--- config.mk ---
export PLATFORM = sky130hd
export DESIGN_NAME = srd_rx_deser
export DESIGN_NICKNAME = d
export VERILOG_FILES = /design/src/common/srd_pkg.sv /design/src/logic/srd_rx_deser.sv
export SDC_FILE = /design/constraint.sdc
export NUM_CORES = 1
export LEC_CHECK = 0
export BUFFER_PORTS_ARGS = -buffer_cell sky130_fd_sc_hd__buf_2
export CELL_PAD_IN_SITES_DETAIL_PLACEMENT = 1
export CELL_PAD_IN_SITES_GLOBAL_PLACEMENT = 2
export CORE_UTILIZATION = 46
export DETAILED_ROUTE_END_ITERATION = 16
export HOLD_SLACK_MARGIN = 0.08
export PLACE_DENSITY_LB_ADDON = 0.1
export RECOVER_POWER = 50
export SETUP_SLACK_MARGIN = 0.02
export SLEW_MARGIN = 20
export SYNTH_ARGS = -nofsm -noshare
export SYNTH_HDL_FRONTEND = slang
export SYNTH_SLANG_ARGS = --single-unit
--- constraint.sdc ---
create_clock -name CLK_SYS -period 5.9 [get_ports CLK_SYS]
set_clock_uncertainty 0.05 [all_clocks]
set_input_delay 0.59 -clock CLK_SYS [delete_from_list [all_inputs] [get_ports CLK_SYS]]
set_output_delay 0.59 -clock CLK_SYS [all_outputs]
set_load 0.01 [all_outputs]
--- src/common/srd_pkg.sv ---
// Purpose: Shared constants for the sixteen-lane receive deserializer
// Assumes: APB slave with 32-bit data, zero wait states
// Notes:   All offsets are byte addresses
package srd_pkg;
  localparam int unsigned NUM_LANES      = 16;
  localparam int unsigned WORD_BITS      = 4;
  localparam int unsigned BUS_BITS       = 64;
  localparam int unsigned TAP_BITS       = 3;
  localparam int unsigned FIFO_AW        = 2;
  localparam logic [1:0]  DIV_LAST       = 2'h3;
  localparam logic [1:0]  SYS_PHASE      = 2'h1;
  localparam logic [1:0]  CAP_PHASE      = 2'h3;
  localparam logic [2:0]  TAP_MAX        = 3'h7;
  localparam logic [3:0]  QUIET_LAST     = 4'hF;
  localparam logic [7:0]  OFS_CTRL       = 8'h00;
  localparam logic [7:0]  OFS_STATUS     = 8'h04;
  localparam logic [7:0]  OFS_IRQ_STAT   = 8'h08;
  localparam logic [7:0]  OFS_IRQ_CLR    = 8'h0C;
  localparam logic [7:0]  OFS_IRQ_EN     = 8'h10;
  localparam int unsigned CTRL_SLIP_BIT  = 0;
  localparam int unsigned CTRL_SCE_BIT   = 1;
  localparam int unsigned CTRL_PAT_LSB   = 4;
  localparam int unsigned CTRL_RESTART   = 8;
  localparam int unsigned STAT_BUS_BIT   = 16;
  localparam int unsigned STAT_REQ_BIT   = 17;
  localparam int unsigned IRQ_BITS       = 3;
  localparam int unsigned IRQ_LOCK_BIT   = 0;
  localparam int unsigned IRQ_OVF_BIT    = 1;
  localparam int unsigned IRQ_UNF_BIT    = 2;
  localparam logic [3:0]  CTRL_PAT_RST   = 4'h5;
  localparam logic [1:0]  CTRL_LOW_RST   = 2'h2;
  localparam logic [2:0]  IRQ_EN_RST     = 3'h0;

  typedef enum logic [2:0] {
    SRD_WAIT   = 3'h0,
    SRD_EDGE1  = 3'h1,
    SRD_EDGE2  = 3'h3,
    SRD_CENTER = 3'h2,
    SRD_WORD   = 3'h6,
    SRD_DONE   = 3'h7
  } srd_state_e;
endpackage : srd_pkg

--- src/logic/srd_rx_deser.sv ---
// Purpose: Sixteen-lane SDR receive deserializer with per-lane alignment
// Assumes: CLK_SYS is the fast sample clock; word rates are enables from a divide-by-four
// Notes:   Registers over APB; one level interrupt
// Behaviour
// [RULE_01] Sixteen lane deserializers share one receive clock.
// [RULE_02] Each lane turns its serial stream into 4-bit words, one bit per cycle.
// [RULE_03] All lane words form one 64-bit word for the system side.
// [RULE_04] Word rate is the fast clock divided by four.
// [RULE_05] Fast clock samples serial inputs; word rate clocks parallel outputs.
// [RULE_06] Slot one holds the newest bit, slot four the oldest.
// [RULE_07] With slip search on, slip until the lane word equals the expected word.
// [RULE_08] Each lane has its own engine for its delay and slip.
// [RULE_09] Lane locked goes high when that lane finishes alignment.
// [RULE_10] Bus locked is high only when every lane has finished.
// [RULE_11] Clock request is high while a clock pattern is needed on the lanes.
// [RULE_12] Logic reset clears control logic; deserializer reset clears deserializers.
// [RULE_13] Sample clock enable low stops capture of new words.
// [RULE_14] Delay-based alignment waits for delay ready.
// [RULE_15] A FIFO carries words from receive word rate to system word rate.
// [RULE_16] Slip, delay step up, step enable and reload come from logic; delay variable.
// [RULE_17] Locked/request pair: 00 word align, 01 bit align, 10 or 11 finished.
// [RULE_18] Lane n occupies bits 4n+3 down to 4n of the 64-bit word.
// [RULE_19] FIFO written only with aligned data, read at every system word slot.
//
// The register addresses and register access over APB were left to the implementer.
`timescale 1ns/100ps
module srd_rx_deser
  import srd_pkg::*;
(
  input  wire logic                 CLK_SYS,
  input  wire logic                 RST_N,
  input  wire logic                 LOGIC_RESET,
  input  wire logic                 DESER_RESET,
  input  wire logic                 DELAY_READY,
  input  wire logic [NUM_LANES-1:0] LANE_IN_POS,
  input  wire logic [NUM_LANES-1:0] LANE_IN_NEG,
  input  wire logic                 PSEL,
  input  wire logic                 PENABLE,
  input  wire logic                 PWRITE,
  input  wire logic [7:0]           PADDR,
  input  wire logic [31:0]          PWDATA,
  output logic      [31:0]          PRDATA,
  output logic                      PREADY,
  output logic                      PSLVERR,
  output logic      [BUS_BITS-1:0]  DATA_OUT,
  output logic                      DATA_VALID,
  output logic      [NUM_LANES-1:0] LANE_LOCKED,
  output logic                      BUS_LOCKED,
  output logic                      CLOCK_REQUEST,
  output logic                      IRQ
);
  // Pin synchronisers; first stage feeds only the second
  logic [2*NUM_LANES+2:0] pin_s1_r, pin_s2_r;
  always_ff @(posedge CLK_SYS or negedge RST_N)
  begin
    if (!RST_N)
    begin
      pin_s1_r <= '0;
      pin_s2_r <= '0;
    end
    else
    begin
      pin_s1_r <= {LOGIC_RESET, DESER_RESET, DELAY_READY, LANE_IN_NEG, LANE_IN_POS};
      pin_s2_r <= pin_s1_r;
    end
  end
  wire                 logic_rst   = pin_s2_r[2*NUM_LANES+2];  // [RULE_12]
  wire                 deser_rst   = pin_s2_r[2*NUM_LANES+1];  // [RULE_12]
  wire                 delay_ready = pin_s2_r[2*NUM_LANES];
  wire [NUM_LANES-1:0] lane_bit    = pin_s2_r[NUM_LANES-1:0] & ~pin_s2_r[2*NUM_LANES-1:NUM_LANES];

  // APB decode
  logic [1:0]          ctrl_r;
  logic [3:0]          pattern_r;
  logic [IRQ_BITS-1:0] irq_stat_r, irq_en_r;
  wire apb_acc   = PSEL && PENABLE;
  wire wr_ctrl   = apb_acc && PWRITE && (PADDR == OFS_CTRL);
  wire wr_clr    = apb_acc && PWRITE && (PADDR == OFS_IRQ_CLR);
  wire wr_en     = apb_acc && PWRITE && (PADDR == OFS_IRQ_EN);
  wire hit       = (PADDR == OFS_CTRL) || (PADDR == OFS_STATUS) || (PADDR == OFS_IRQ_STAT)
                   || (PADDR == OFS_IRQ_CLR) || (PADDR == OFS_IRQ_EN);
  wire restart   = wr_ctrl && PWDATA[CTRL_RESTART];
  wire slip_search_enable  = ctrl_r[CTRL_SLIP_BIT];
  wire sample_clock_enable = ctrl_r[CTRL_SCE_BIT];
  wire [31:0] rd_ctrl   = {23'h0, 1'b0, pattern_r, 2'h0, ctrl_r};
  wire [31:0] rd_status = {14'h0, CLOCK_REQUEST, BUS_LOCKED, LANE_LOCKED};
  assign PRDATA  = !PWRITE && PADDR == OFS_CTRL     ? rd_ctrl :
                   !PWRITE && PADDR == OFS_STATUS   ? rd_status :
                   !PWRITE && PADDR == OFS_IRQ_STAT ? {29'h0, irq_stat_r} :
                   !PWRITE && PADDR == OFS_IRQ_EN   ? {29'h0, irq_en_r} : 32'h0;
  assign PREADY  = 1'b1;
  assign PSLVERR = apb_acc && !hit;

  always_ff @(posedge CLK_SYS or negedge RST_N)
  begin
    if (!RST_N)
    begin
      ctrl_r    <= CTRL_LOW_RST;
      pattern_r <= CTRL_PAT_RST;
      irq_en_r  <= IRQ_EN_RST;
    end
    else
    begin
      if (wr_ctrl)
      begin
        ctrl_r    <= PWDATA[1:0];
        pattern_r <= PWDATA[CTRL_PAT_LSB +: 4];
      end
      if (wr_en)
        irq_en_r <= PWDATA[IRQ_BITS-1:0];
    end
  end

  // Divide by four: word enable and a system word slot two cycles later
  logic [1:0] div_r;
  always_ff @(posedge CLK_SYS or negedge RST_N)
  begin
    if (!RST_N)
      div_r <= '0;
    else
      div_r <= div_r + 2'h1;  // [RULE_04]
  end
  wire word_en = (div_r == DIV_LAST);   // [RULE_04]
  wire sys_en  = (div_r == SYS_PHASE);

  // Word search waits until the clock pattern has drained from every lane pipe
  logic [3:0] quiet_r;
  always_ff @(posedge CLK_SYS or negedge RST_N)
  begin
    if (!RST_N)
      quiet_r <= '0;
    else if (CLOCK_REQUEST)
      quiet_r <= '0;
    else if (quiet_r != QUIET_LAST)
      quiet_r <= quiet_r + 4'h1;
  end
  wire quiet = (quiet_r == QUIET_LAST);  // [RULE_11]

  // Per-lane deserializer, delay line and alignment engine
  logic [WORD_BITS-1:0] lane_word [NUM_LANES];
  logic [NUM_LANES-1:0] lane_req, lane_slip;
  genvar g;
  generate
    for (g = 0; g < NUM_LANES; g++)
    begin : g_lane  // [RULE_01]
      logic [TAP_MAX:0]      dly_r;
      logic [TAP_BITS-1:0]   tap_r, half_r;
      logic [3:0]            sh_r, word_r;
      logic [1:0]            cnt_r;
      logic                  prev_r, settle_r, strobe_r;
      srd_state_e            st_r, st_nxt;
      wire delayed   = dly_r[tap_r];  // [RULE_16]
      wire slip_p    = (st_r == SRD_WORD) && strobe_r && !settle_r && slip_search_enable
                       && quiet && (word_r != pattern_r);  // [RULE_07]
      wire cap       = sample_clock_enable && !slip_p && (cnt_r == CAP_PHASE);  // [RULE_13]
      wire edge_f    = prev_r && !word_r[0];
      wire at_max    = (tap_r == TAP_MAX);
      wire step_up   = strobe_r && ((st_r == SRD_EDGE1 && !edge_f && !at_max)
                       || (st_r == SRD_EDGE2 && !edge_f && !at_max));  // [RULE_16]
      wire step_dn   = strobe_r && (st_r == SRD_CENTER) && (half_r != '0);
      wire step_ce   = step_up || step_dn;  // [RULE_16]
      wire reload    = (st_r == SRD_WAIT) && delay_ready;  // [RULE_16]

      always_ff @(posedge CLK_SYS or negedge RST_N)
      begin
        if (!RST_N)
        begin
          dly_r    <= '0;
          sh_r     <= '0;
          word_r   <= '0;
          cnt_r    <= '0;
          strobe_r <= 1'b0;
        end
        else if (deser_rst)
        begin
          dly_r    <= '0;
          sh_r     <= '0;
          word_r   <= '0;
          cnt_r    <= '0;
          strobe_r <= 1'b0;
        end
        else
        begin
          dly_r    <= {dly_r[TAP_MAX-1:0], lane_bit[g]};  // [RULE_05]
          strobe_r <= cap;
          if (sample_clock_enable && !slip_p)
          begin
            sh_r  <= {sh_r[2:0], delayed};  // [RULE_02] [RULE_06]
            cnt_r <= cnt_r + 2'h1;
          end
          if (cap)
            word_r <= {sh_r[2:0], delayed};  // [RULE_06]
        end
      end

      always_comb
      begin
        st_nxt = st_r;
        unique case (st_r)
          SRD_WAIT:   if (delay_ready) st_nxt = SRD_EDGE1;  // [RULE_14]
          SRD_EDGE1:  if (strobe_r && (edge_f || at_max))
                        st_nxt = at_max && !edge_f ? SRD_WORD : SRD_EDGE2;
          SRD_EDGE2:  if (strobe_r && (edge_f || at_max)) st_nxt = SRD_CENTER;
          SRD_CENTER: if (strobe_r && half_r == '0) st_nxt = SRD_WORD;
          SRD_WORD:   if (strobe_r && !settle_r && quiet && (!slip_search_enable
                          || word_r == pattern_r)) st_nxt = SRD_DONE;  // [RULE_07]
          SRD_DONE:   st_nxt = SRD_DONE;
          default:    st_nxt = SRD_WAIT;
        endcase
      end

      always_ff @(posedge CLK_SYS or negedge RST_N)
      begin
        if (!RST_N)
        begin
          st_r     <= SRD_WAIT;
          tap_r    <= '0;
          half_r   <= '0;
          prev_r   <= 1'b0;
          settle_r <= 1'b0;
        end
        else if (logic_rst || restart)
        begin
          st_r     <= SRD_WAIT;  // [RULE_12]
          tap_r    <= '0;
          half_r   <= '0;
          prev_r   <= 1'b0;
          settle_r <= 1'b0;
        end
        else
        begin
          st_r <= st_nxt;  // [RULE_08]
          if (reload)
            tap_r <= '0;
          else if (step_up)
            tap_r <= tap_r + 3'h1;
          else if (step_dn)
            tap_r <= tap_r - 3'h1;
          if (strobe_r)
            prev_r <= word_r[0];
          // Width counted in taps, centre is half way back
          if (strobe_r && st_r == SRD_EDGE1)
            half_r <= '0;
          else if (strobe_r && st_r == SRD_EDGE2)
            half_r <= edge_f ? {1'b0, half_r[TAP_BITS-1:1]} : half_r + 3'h1;
          else if (step_dn)
            half_r <= half_r - 3'h1;
          // Give one word after a slip so the new boundary is seen
          if (slip_p)
            settle_r <= 1'b1;
          else if (strobe_r)
            settle_r <= 1'b0;
        end
      end

      assign lane_word[g]   = word_r;
      assign LANE_LOCKED[g] = (st_r == SRD_DONE);  // [RULE_09] [RULE_17]
      assign lane_req[g]    = (st_r == SRD_EDGE1) || (st_r == SRD_EDGE2)
                              || (st_r == SRD_CENTER);  // [RULE_11] [RULE_17]
      assign lane_slip[g]   = slip_p;
    end
  endgenerate

  assign BUS_LOCKED    = &LANE_LOCKED;  // [RULE_10]
  assign CLOCK_REQUEST = |lane_req;     // [RULE_11]

  // Assemble the bus word
  logic [BUS_BITS-1:0] bus_word;
  generate
    for (g = 0; g < NUM_LANES; g++)
    begin : g_pack
      assign bus_word[WORD_BITS*g +: WORD_BITS] = lane_word[g];  // [RULE_18] [RULE_03]
    end
  endgenerate

  // Crossing FIFO; equal rates keep it shallow
  logic [BUS_BITS-1:0] fifo_mem [2**FIFO_AW];
  logic [FIFO_AW:0]    wp_r, rp_r;
  wire fifo_empty = (wp_r == rp_r);
  wire fifo_full  = (wp_r[FIFO_AW] != rp_r[FIFO_AW]) && (wp_r[FIFO_AW-1:0] == rp_r[FIFO_AW-1:0]);
  wire push_req   = word_en && BUS_LOCKED;   // [RULE_19]
  wire push       = push_req && !fifo_full;  // [RULE_15]
  wire pop        = sys_en && !fifo_empty;   // [RULE_19]
  wire overflow   = push_req && fifo_full;
  wire underflow  = sys_en && fifo_empty && BUS_LOCKED;
  logic bus_locked_d_r;

  always_ff @(posedge CLK_SYS)
  begin
    if (push)
      fifo_mem[wp_r[FIFO_AW-1:0]] <= bus_word;  // [RULE_15]
  end

  always_ff @(posedge CLK_SYS or negedge RST_N)
  begin
    if (!RST_N)
    begin
      wp_r       <= '0;
      rp_r       <= '0;
      DATA_OUT   <= '0;
      DATA_VALID <= 1'b0;
    end
    else if (logic_rst)
    begin
      wp_r       <= '0;
      rp_r       <= '0;
      DATA_VALID <= 1'b0;
    end
    else
    begin
      if (push)
        wp_r <= wp_r + 3'h1;
      if (pop)
      begin
        rp_r     <= rp_r + 3'h1;
        DATA_OUT <= fifo_mem[rp_r[FIFO_AW-1:0]];  // [RULE_03]
      end
      DATA_VALID <= pop;
    end
  end

  // Interrupts: set wins over clear
  wire [IRQ_BITS-1:0] irq_set = {underflow, overflow, BUS_LOCKED && !bus_locked_d_r};
  always_ff @(posedge CLK_SYS or negedge RST_N)
  begin
    if (!RST_N)
    begin
      irq_stat_r     <= '0;
      bus_locked_d_r <= 1'b0;
      IRQ            <= 1'b0;
    end
    else
    begin
      bus_locked_d_r <= BUS_LOCKED;
      irq_stat_r     <= (irq_stat_r & ~(wr_clr ? PWDATA[IRQ_BITS-1:0] : '0)) | irq_set;
      IRQ            <= |(irq_stat_r & irq_en_r);
    end
  end
endmodule : srd_rx_deser

==> results of run 1 <==
[cell type report]
class                   instances  area share [%]
clock buffers                 125            5.71
inverters                     118           0.980
flip-flops and latches        881            51.6
diodes                          1         0.00554
clock inverters                55            1.50
well taps                    1144            3.17
multi-input cells            2014            33.9
repair buffers                228            3.12
[cell families after synthesis]
family / Yosys count / synth area share (%)
AO/OA/AOI/OAI: 399 / 6.85
XOR/XNOR: 136 / 2.98
adder cells (fa/ha/maj): 88 / 3.06
buffers and inverters: 312 / 3.37
flip-flops: 881 / 58.4
multiplexers: 337 / 11.7
other: 2 / 0.0188
AND/OR/NAND/NOR: 1039 / 13.6
[power breakdown]
part / leakage (nW) / switching, W / internal, W
clock network: 1.57 / 0.00257 / 0.00356
registers: 10.6 / 0.0000738 / 0.00631
logic: 6.72 / 0.000269 / 0.000124
total: 18.9 / 0.00292 / 0.0100
[critical path: stages (launching register included)]
cell	delay (ns)
dfrtp_2	0.36
clkbuf_1	2.90
mux4_2	0.85
mux2_2	0.20
[sequential cells by signal (all words and copies together), names as in the netlist, 32 cells and up]
register,cells
fifo_mem,256
g_lane.dly_r,128
DATA_OUT,64
g_lane.word_r,64
g_lane.half_r,48
g_lane.sh_r,48
g_lane.st_r,48
g_lane.tap_r,48
pin_s1_r,35
pin_s2_r,35
g_lane.cnt_r,32
[metrics by stage]
stage | utilization (%) | power (W) | instances | setup slack, ns
after CTS | 53.0 | 0.0131 | 4565 | 1.92
after global routing | 52.8 | 0.0134 | 4565 | 1.02
final | 52.8 | 0.0129 | 4566 | 1.35
after global placement | 48.7 | 0.00686 | 4346 | 1.99
after floorplan | - | 0.00668 | 3207 | 2.30
after detailed placement | 48.7 | 0.00688 | 4346 | 1.95
[metal layers]
| metal | GRT usage [%] | share of wire [%] |
|---|---|---|
| met5 | 0 | 0 |
| met1 | 33.5 | 46 |
| met4 | 6.54 | 2.3 |
| met3 | 3.21 | 3.9 |
| met2 | 38.7 | 48 |
[placed cells by master, fill, tap and decap left out, types with 18 or more instances in the layout]
cell type and instances:
xnor2_1 88, a21oi_1 113, nor2_1 290, edfxtp_1 256, buf_4 18, ha_1 72, o21ai_0 49, mux4_2 96
nor3b_1 34, and3_1 24, nand2_1 164, a31oi_1 21, clkinv_2 19, dlygate4sd3_1 39, o31ai_1 27, nand2b_1 70
and2_1 20, buf_2 91, nor2b_1 182, nor3_1 45, nand3b_1 38, nand3_1 74, nor4_1 19, mux2i_1 161
a211oi_1 31, mux2_2 76, clkbuf_16 95, inv_1 117, clkbuf_1 92, dfrtp_1 619, xor2_1 48
[final timing paths]
check / startpoint / endpoint / slack [ns]
hold reg to reg: pin_s1_r[17]$_DFF_PN0_ / pin_s2_r[17]$_DFF_PN0_ / 0.30
setup reg to reg: rp_r[1]$_DFFE_PN0P_ / DATA_OUT[19]$_DFFE_PN0P_ / 1.35
setup / recovery: rp_r[1]$_DFFE_PN0P_ / DATA_OUT[19]$_DFFE_PN0P_ / 1.35
min in group asynchronous: RST_N / DATA_OUT[9]$_DFFE_PN0P_ / 0.45
max in group asynchronous: RST_N / DATA_OUT[3]$_DFFE_PN0P_ / 1.84
hold / removal: PWDATA[6] / pattern_r[2]$_DFFE_PN1N_ / 0.14
[what timing repair did]
| action | 4_1_cts | 5_1_grt |
|---|---|---|
| gates resized for setup | 0 | 0 |
| hold endpoints to repair | 117 | 0 |
| hold buffers | 39 | 0 |
==> reports/qor.csv, run 1 <==
metric,value,unit
seq_area,23300,um2
gr-usage-all-layers,23.8,%
synth_cell_types,88,
start_util,46.7,%
core_area,85500,um2
synth_seq_cells,881,
htree_num_levels,3,
final_antenna_net_count,0,
cts_buffers,95,
ys.flop_type,dfrtp_1,
yosys_warnings,0,
required,6.44,ns
die_x,297,um
nets,3506,
multi_input_area,15300,um2
avgSynthCellArea,12.5,um2
vias,25600,
n_fill_cell,8605,
synthesis.area,39900,um2
area_delta_synth_final,13.2,%
finalCritPeriodShare,77.1,%
portBuffers,158,
place_area,41700,um2
grt_pass1_wl,161000,um
cts-root-buf,clkbuf_16,
syn_inst,3194,
finalSetupViolCount,0,
critical_path_arrival,5.09,ns
hold-path-cell-count,2,
powerDensity,286,nW/um2
ys_top_cells_by_area,"dfrtp_1 (39%), edfxtp_1 (19%), mux4_2 (5.4%)",
timing.final.crit_period,4.55,ns
cts_buffer_depth,3,
cts_setup_buffers,0,
route.detailed.drc,0,
hold_viol,0,
maxSlewHeadroom,-179,%
max-cap-violations,8,
worstMarginPinSlew,4.19,ns
vdd_drop_max,0.301,mV
synth-edff-count,256,
wl_per_cell,22.5,um
worstRegToRegCells,3,
slew_viol_final,431,
synthArstFlopShare,70.9,%
cts.sinks,881,
critPathLaunchType,flop,
crit_fanout,66,
synthTopCellsByCount,"dfrtp_1 (622), nor2_1 (291), edfxtp_1 (256)",
place_congestion,0.833,
synth_top_area_share,39.0,%
min-delay-path-class,in -> reg,
grt_max_degree,161,
final_layout_size_suffix_gt1_share,13.8,%
p_leak,18.9,nW
routed_wl,103000,um
synth.most_common_cell,dfrtp_1,
die_h,297,um
clock.fmax,220,MHz
status,finished with violations,
holdWs,0.136,ns
cts_tree,yes,
rsz0062_at_grt,no,
ios,198,
worstSetupPathType,reg -> reg,
grt_overflow,0,
first_iter_violations,1521,
seq_area_frac_synth,58.4,%
antenna_found_initial,1,
dr.pass1.iters,5,
die-area,88000,um2
violations,"capacitance limit, slew limit",
grt_pass1_vias,27400,
clk_latency,0.67,ns
setup_tns,0,ns
stdcell_area,45200,um2
hpwl,69200,um
vias_per_cell,5.60,
rows,107,
clk_pin_slew,0.06,ns
endpoint_kind,flop,
yosys.area.top_type,dfrtp_1,
No activity file was read; power rests on OpenSTA's default activity.
==> run 2, diff against run 1 <==
Settings changed: CORE_UTILIZATION 46 to 39.
Clock period 5.9 ns to 4 ns, I/O delays scaled along.
==> reports/qor.csv, run 2 (synthesized netlist as in run 1, its figures left out) <==
metric,value,unit,change
status,finished with violations,,unchanged
violations,"capacitance limit, slew limit",,unchanged
ios,198,,unchanged
max-cap-violations,6,,was 8
htree_num_levels,3,,unchanged
nets,3568,,was 3506
dr.pass1.iters,7,,was 5
die-area,104000,um2,was 88000 um2
core_area,102000,um2,was 85500 um2
slowest_stage,dfrtp_1,,was clkbuf_1
crit_buf_inv,1,,unchanged
cts.sinks,881,,unchanged
timing.final.crit_period,3.55,ns,
power,0.0191,W,was 0.0129 W
finalCritPeriodShare,88.8,%,
grt_overflow,0,,unchanged
first_iter_violations,1477,,was 1521
final_layout_size_suffix_gt1_share,16.9,%,was 13.8%
portBuffers,158,,unchanged
vias,25800,,was 25.6k
place_congestion,0.841,,was 0.833
utilization,45.4,%,was 52.8%
gr-usage-all-layers,20.6,%,was 23.8%
hpwl,73100,um,was 69200 um
slew_viol_final,337,,was 431
worstMarginPinSlew,2.14,ns,was 4.19 ns
required,3.55,ns,was 6.44 ns
grt_max_degree,147,,was 161
grt_pass1_vias,27600,,was 27.4k
start_util,39.3,%,was 46.7%
final_antenna_net_count,0,,unchanged
rrSetupSlack,0.81,ns,was 1.35 ns
antenna_found_initial,2,,was 1
cts-root-buf,clkbuf_16,,unchanged
worstSetupPathType,reg -> out,,was reg -> reg
cts_buffers,99,,was 95
route.detailed.drc,0,,unchanged
hold-path-endpoint,pattern_r[2]$_DFFE_PN1N_,,unchanged
cp_slowest_stage_delay,0.52,ns,was 2.90 ns
rows,117,,was 107
powerDensity,414,nW/um2,was 286 nW/um2
timing.rr.end,fifo_mem[2][32]$_DFFE_PP_,,was DATA_OUT[19]$_DFFE_PN0P_
clk_pin_slew,0.06,ns,about the same
r2r_start,g_lane[8].st_r[1]$_DFFE_PN0P_,,was rp_r[1]$_DFFE_PN0P_
clk_latency,0.70,ns,was 0.67 ns
largest_reg_flops,256,,unchanged
layout_commonest_cell,dfrtp_1,,unchanged
maxSlewHeadroom,-42.4,%,was -179%
grt_pass1_wl,165000,um,was 161000 um
critPathLaunchType,flop,,unchanged
die_x,322,um,was 297 um
clock.fmax,282,MHz,
critical_path_arrival,3.10,ns,was 5.09 ns
min-delay-path-class,in -> reg,,unchanged
path_cells,nor2_1 > o22ai_1 > a211oi_1 > nand4_1 > nor2b_1 > buf_2,,was clkbuf_1 > mux4_2 > mux2_2
p_leak,19.5,nW,was 18.9 nW
cts_buffer_depth,3,,unchanged
setup_tns,0,ns,unchanged
vdd_drop_max,0.350,mV,was 0.301 mV
finalSetupViolCount,0,,unchanged
wl_per_cell,21.5,um,was 22.5 um
die_h,322,um,was 297 um
final_cell_mix,"dfrtp_1 (620), nor2_1 (290), edfxtp_1 (256), nor2b_1 (182), nand2_1 (164)",,"was dfrtp_1 (619), nor2_1 (290), edfxtp_1 (256), nor2b_1 (182), nand2_1 (164)"
hold_start,PADDR[6],,was PWDATA[6]
hold-path-cell-count,4,,was 2
crit_fanout,13,,was 66
area_delta_synth_final,15.5,%,was 13.2%
rsz0062_at_grt,no,,unchanged
endpoint_kind,output pin,,was flop
cts_tree,yes,,unchanged
critPathTopFamily,simple AND/OR/NAND/NOR gates,,was buffers and inverters
hold_viol,0,,unchanged
routed_wl,104000,um,was 103000 um
vias_per_cell,5.31,,was 5.60
worstRegToRegCells,8,,was 3
## run 2: changes by cell type in the layout (fill, tap and decap cells not counted), sizes merged
cell	delta
clkbuf	-48
buf	+108
clkinvlp	-4
dlygate4sd3	+5
bufinv	-1
dlymetal6s4s	+1
## run 2: how the worst max path moves through the flow
stage / start / to / cells past startpoint
2_1_floorplan: g_lane[7].st_r[0]$_DFFE_PN0P_ / fifo_mem[0][0]$_DFFE_PP_ / 7
3_3_place_gp: g_lane[8].st_r[1]$_DFFE_PN0P_ / fifo_mem[0][49]$_DFFE_PP_ / 9
3_5_place_dp: g_lane[8].st_r[1]$_DFFE_PN0P_ / fifo_mem[2][35]$_DFFE_PP_ / 8
4_1_cts: g_lane[13].st_r[1]$_DFFE_PN0P_ / PRDATA[17] / 6
5_1_grt: RST_N / g_lane[0].st_r[1]$_DFFE_PN0P_ / 3
6_report: g_lane[13].st_r[1]$_DFFE_PN0P_ / PRDATA[17] / 6
## run 2: per-stage QoR
| stage | setup WS [ns] | instances | instance area (um2) | hold WS, ns |
|---|---|---|---|---|
| after CTS | 0.295 | 4850 | 46200 | 0.168 |
| after global placement | 0.741 | 4623 | 42500 | 0.281 |
| final | 0.450 | 4851 | 46100 | 0.227 |
| after global routing | 0.317 | 4850 | 46100 | 0.204 |
| after floorplan | 0.399 | 3207 | 40000 | 0.0544 |
| after detailed placement | 0.730 | 4623 | 42500 | 0.286 |
## run 2: cell type report
type                            count  area (um2)
Clock inverter                     50         581
Clock buffer                      133        2690
Fill cell                       10500       55500
Antenna cell                        1        2.50
Inverter                          118         443
Sequential cell                   881       23300
Multi-Input combinational cell   2014       15300
Tap cell                         1368        1710
Timing Repair Buffer              286        2040
## run 2: per-layer routing
metal	global-route usage, %	vias to the layer above	part of all wire, %
met2	32.2	438	46
li1	-	11800	-
met5	0	-	0
met4	6.56	0	2.9
met3	2.55	148	3.0
met1	29.7	13400	48
## run 2: worst register-to-register path, delay by kind of cell (launching register included)
family,cells,cell delay [ns]
simple gates,5,1.69
flops,1,0.62
buf+inv,3,0.51
## run 2: report_power, final
part	internal, W	switching [W]	total (W)
clock network	0.00532	0.00377	0.00910
logic	0.000193	0.000405	0.000598
registers	0.00931	0.000102	0.00941
## run 2: timing repair
item | in CTS | in global routing
hold endpoints to repair | 127 | 0
buffers inserted | 0 | 0
hold buffers | 44 | 0
resized for setup | 0 | 0
==> run 3, diff against run 2 <==
Settings changed: GPL_TIMING_DRIVEN from default to 0.
==> reports/qor.csv, run 3 (synthesized netlist as in run 1, its figures left out) <==
metric,value,unit,change
clk_latency,0.70,ns,about the same
worstMarginPinSlew,2.34,ns,was 2.14 ns
place_area,42800,um2,was 42500 um2
n_fill_cell,10700,,was 10.5k
grt_pass1_wl,182000,um,was 165000 um
powerDensity,419,nW/um2,was 414 nW/um2
critPathLaunchType,flop,,unchanged
ios,198,,unchanged
wl_per_cell,24.1,um,was 21.5 um
slew_viol_final,97,,was 337
nets,3689,,was 3568
cts_setup_buffers,0,,unchanged
maxSlewHeadroom,-55.7,%,was -42.4%
stdcell_area,46500,um2,was 46100 um2
area_delta_synth_final,16.4,%,was 15.5%
p_leak,19.4,nW,was 19.5 nW
gr-usage-all-layers,23.5,%,was 20.6%
crit_fanout,9,,was 13
place_congestion,0.869,,was 0.841
rsz0062_at_grt,no,,unchanged
final_cell_mix,"dfrtp_1 (622), nor2_1 (291), edfxtp_1 (256), clkbuf_1 (214), nor2b_1 (182)",,"was dfrtp_1 (620), nor2_1 (290), edfxtp_1 (256), nor2b_1 (182), nand2_1 (164)"
die_x,322,um,unchanged
max-cap-violations,2,,was 6
hold_viol,0,,unchanged
htree_num_levels,3,,unchanged
vias,26800,,was 25.8k
grt_max_degree,101,,was 147
largest_reg_flops,256,,unchanged
grt_pass1_vias,28600,,was 27.6k
worstSetupPathType,reg -> out,,unchanged
cts_buffers,98,,was 99
min-delay-path-class,in -> async,,was in -> reg
portBuffers,158,,unchanged
cts_buffer_depth,3,,unchanged
finalCritPeriodShare,97.7,%,was 88.8%
clk_pin_slew,0.06,ns,about the same
core_area,102000,um2,unchanged
antenna_found_initial,2,,unchanged
vias_per_cell,5.40,,was 5.31
die-area,104000,um2,unchanged
layout_commonest_cell,dfrtp_1,,unchanged
clock.fmax,256,MHz,was 282 MHz
rows,117,,unchanged
status,finished with violations,,unchanged
violations,"capacitance limit, slew limit",,unchanged
diodes,0,,was 1
cts-root-buf,clkbuf_16,,unchanged
cts.sinks,881,,unchanged
die_h,322,um,unchanged
required,3.55,ns,about the same
critical_path_arrival,3.46,ns,was 3.10 ns
route.detailed.drc,0,,unchanged
hpwl,87000,um,was 73100 um
final_antenna_net_count,0,,unchanged
endpoint_kind,output pin,,unchanged
finalSetupViolCount,0,,unchanged
routed_wl,120000,um,was 104000 um
first_iter_violations,1562,,was 1477
timing.final.crit_period,3.91,ns,was 3.55 ns
power,0.0195,W,was 0.0191 W
dr.pass1.iters,7,,unchanged
vdd_drop_max,0.293,mV,was 0.350 mV
final_layout_size_suffix_gt1_share,14.6,%,was 16.9%
cts_tree,yes,,unchanged
grt_overflow,0,,unchanged
start_util,39.3,%,unchanged
run 3: cell types whose count changed in the layout (fill, tap and decap cells not counted), sizes merged, moves of 2 or more:
| cell | before | now |
|---|---|---|
| buf | 225 | 165 |
| clkbuf | 149 | 336 |
| clkinv | 36 | 32 |
| clkinvlp | 3 | 1 |
run 3: layout make-up:
class	count	area (um2)	share of cell area [%]
buffer	194	908	1.96
clock buffer	137	2800	6.02
clock inverter	44	542	1.17
inverter	118	443	0.953
multi-input combinational	2014	15300	33.0
sequential	881	23300	50.2
tap	1368	1710	3.68
timing repair buffer	214	1400	3.01
run 3: through the flow:
stage | setup slack [ns] | instances | hold WS, ns | setup TNS (ns) | utilization [%]
after CTS | 0.0287 | 4970 | 0.128 | 0 | 45.9
after floorplan | 0.399 | 3207 | 0.0544 | 0 | -
final | 0.0933 | 4970 | 0.148 | 0 | 45.7
after global placement | -11.09 | 4733 | 0.283 | -7275.04 | 41.8
after global routing | 0.0239 | 4970 | 0.167 | 0 | 45.7
after detailed placement | 0.136 | 4745 | 0.286 | 0 | 42.1
run 3: worst paths after layout:
kind                                           startpoint                       end  slack (ns)  cells after the start
max                        g_lane[13].st_r[0]$_DFFE_PN0P_                PRDATA[17]        0.09                      7
min                                                 RST_N   DATA_OUT[8]$_DFFE_PN0P_        0.15                      2
max reg2reg                g_lane[11].st_r[0]$_DFFE_PN0P_  fifo_mem[1][0]$_DFFE_PP_        0.18                      8
min reg2reg                        pin_s1_r[20]$_DFF_PN0_    pin_s2_r[20]$_DFF_PN0_        0.30                      0
max in group asynchronous                           RST_N     pin_s2_r[1]$_DFF_PN0_        0.62                      4
min in group CLK_SYS                             PADDR[4]   irq_en_r[1]$_DFFE_PN0P_        0.22                      3
run 3: what timing repair did:
action,in CTS,in global routing
hold buffers,44,0
setup endpoints to repair,0,99
endpoints found under the hold margin,242,0
resized for setup,0,2
run 3: critical path, cell delays in order (launching register included):
cell and delay [ns]:
dfrtp_1 0.36, clkbuf_1 0.19, nor2_1 0.39, o22ai_1 0.25
a211oi_1 0.49, nand4_1 0.60, nor2b_1 0.33, buf_2 0.16
run 3: report_power, final:
group | total, W | internal (W) | leakage, nW | switching (W)
clock network | 0.00933 | 0.00553 | 1.65 | 0.00380
registers | 0.00935 | 0.00931 | 10.6 | 0.0000386
logic | 0.000784 | 0.000226 | 7.15 | 0.000558
total | 0.0195 | 0.0151 | 19.4 | 0.00440
run 3: per-layer routing:
metal / track usage, % / vias up / share of wire [%]
met3: 2.76 / 185 / 3.3
met2: 39.2 / 505 / 48
met4: 6.91 / 0 / 2.9
met1: 32.2 / 14200 / 46
li1: - / 12000 / -
met5: 0 / - / 0
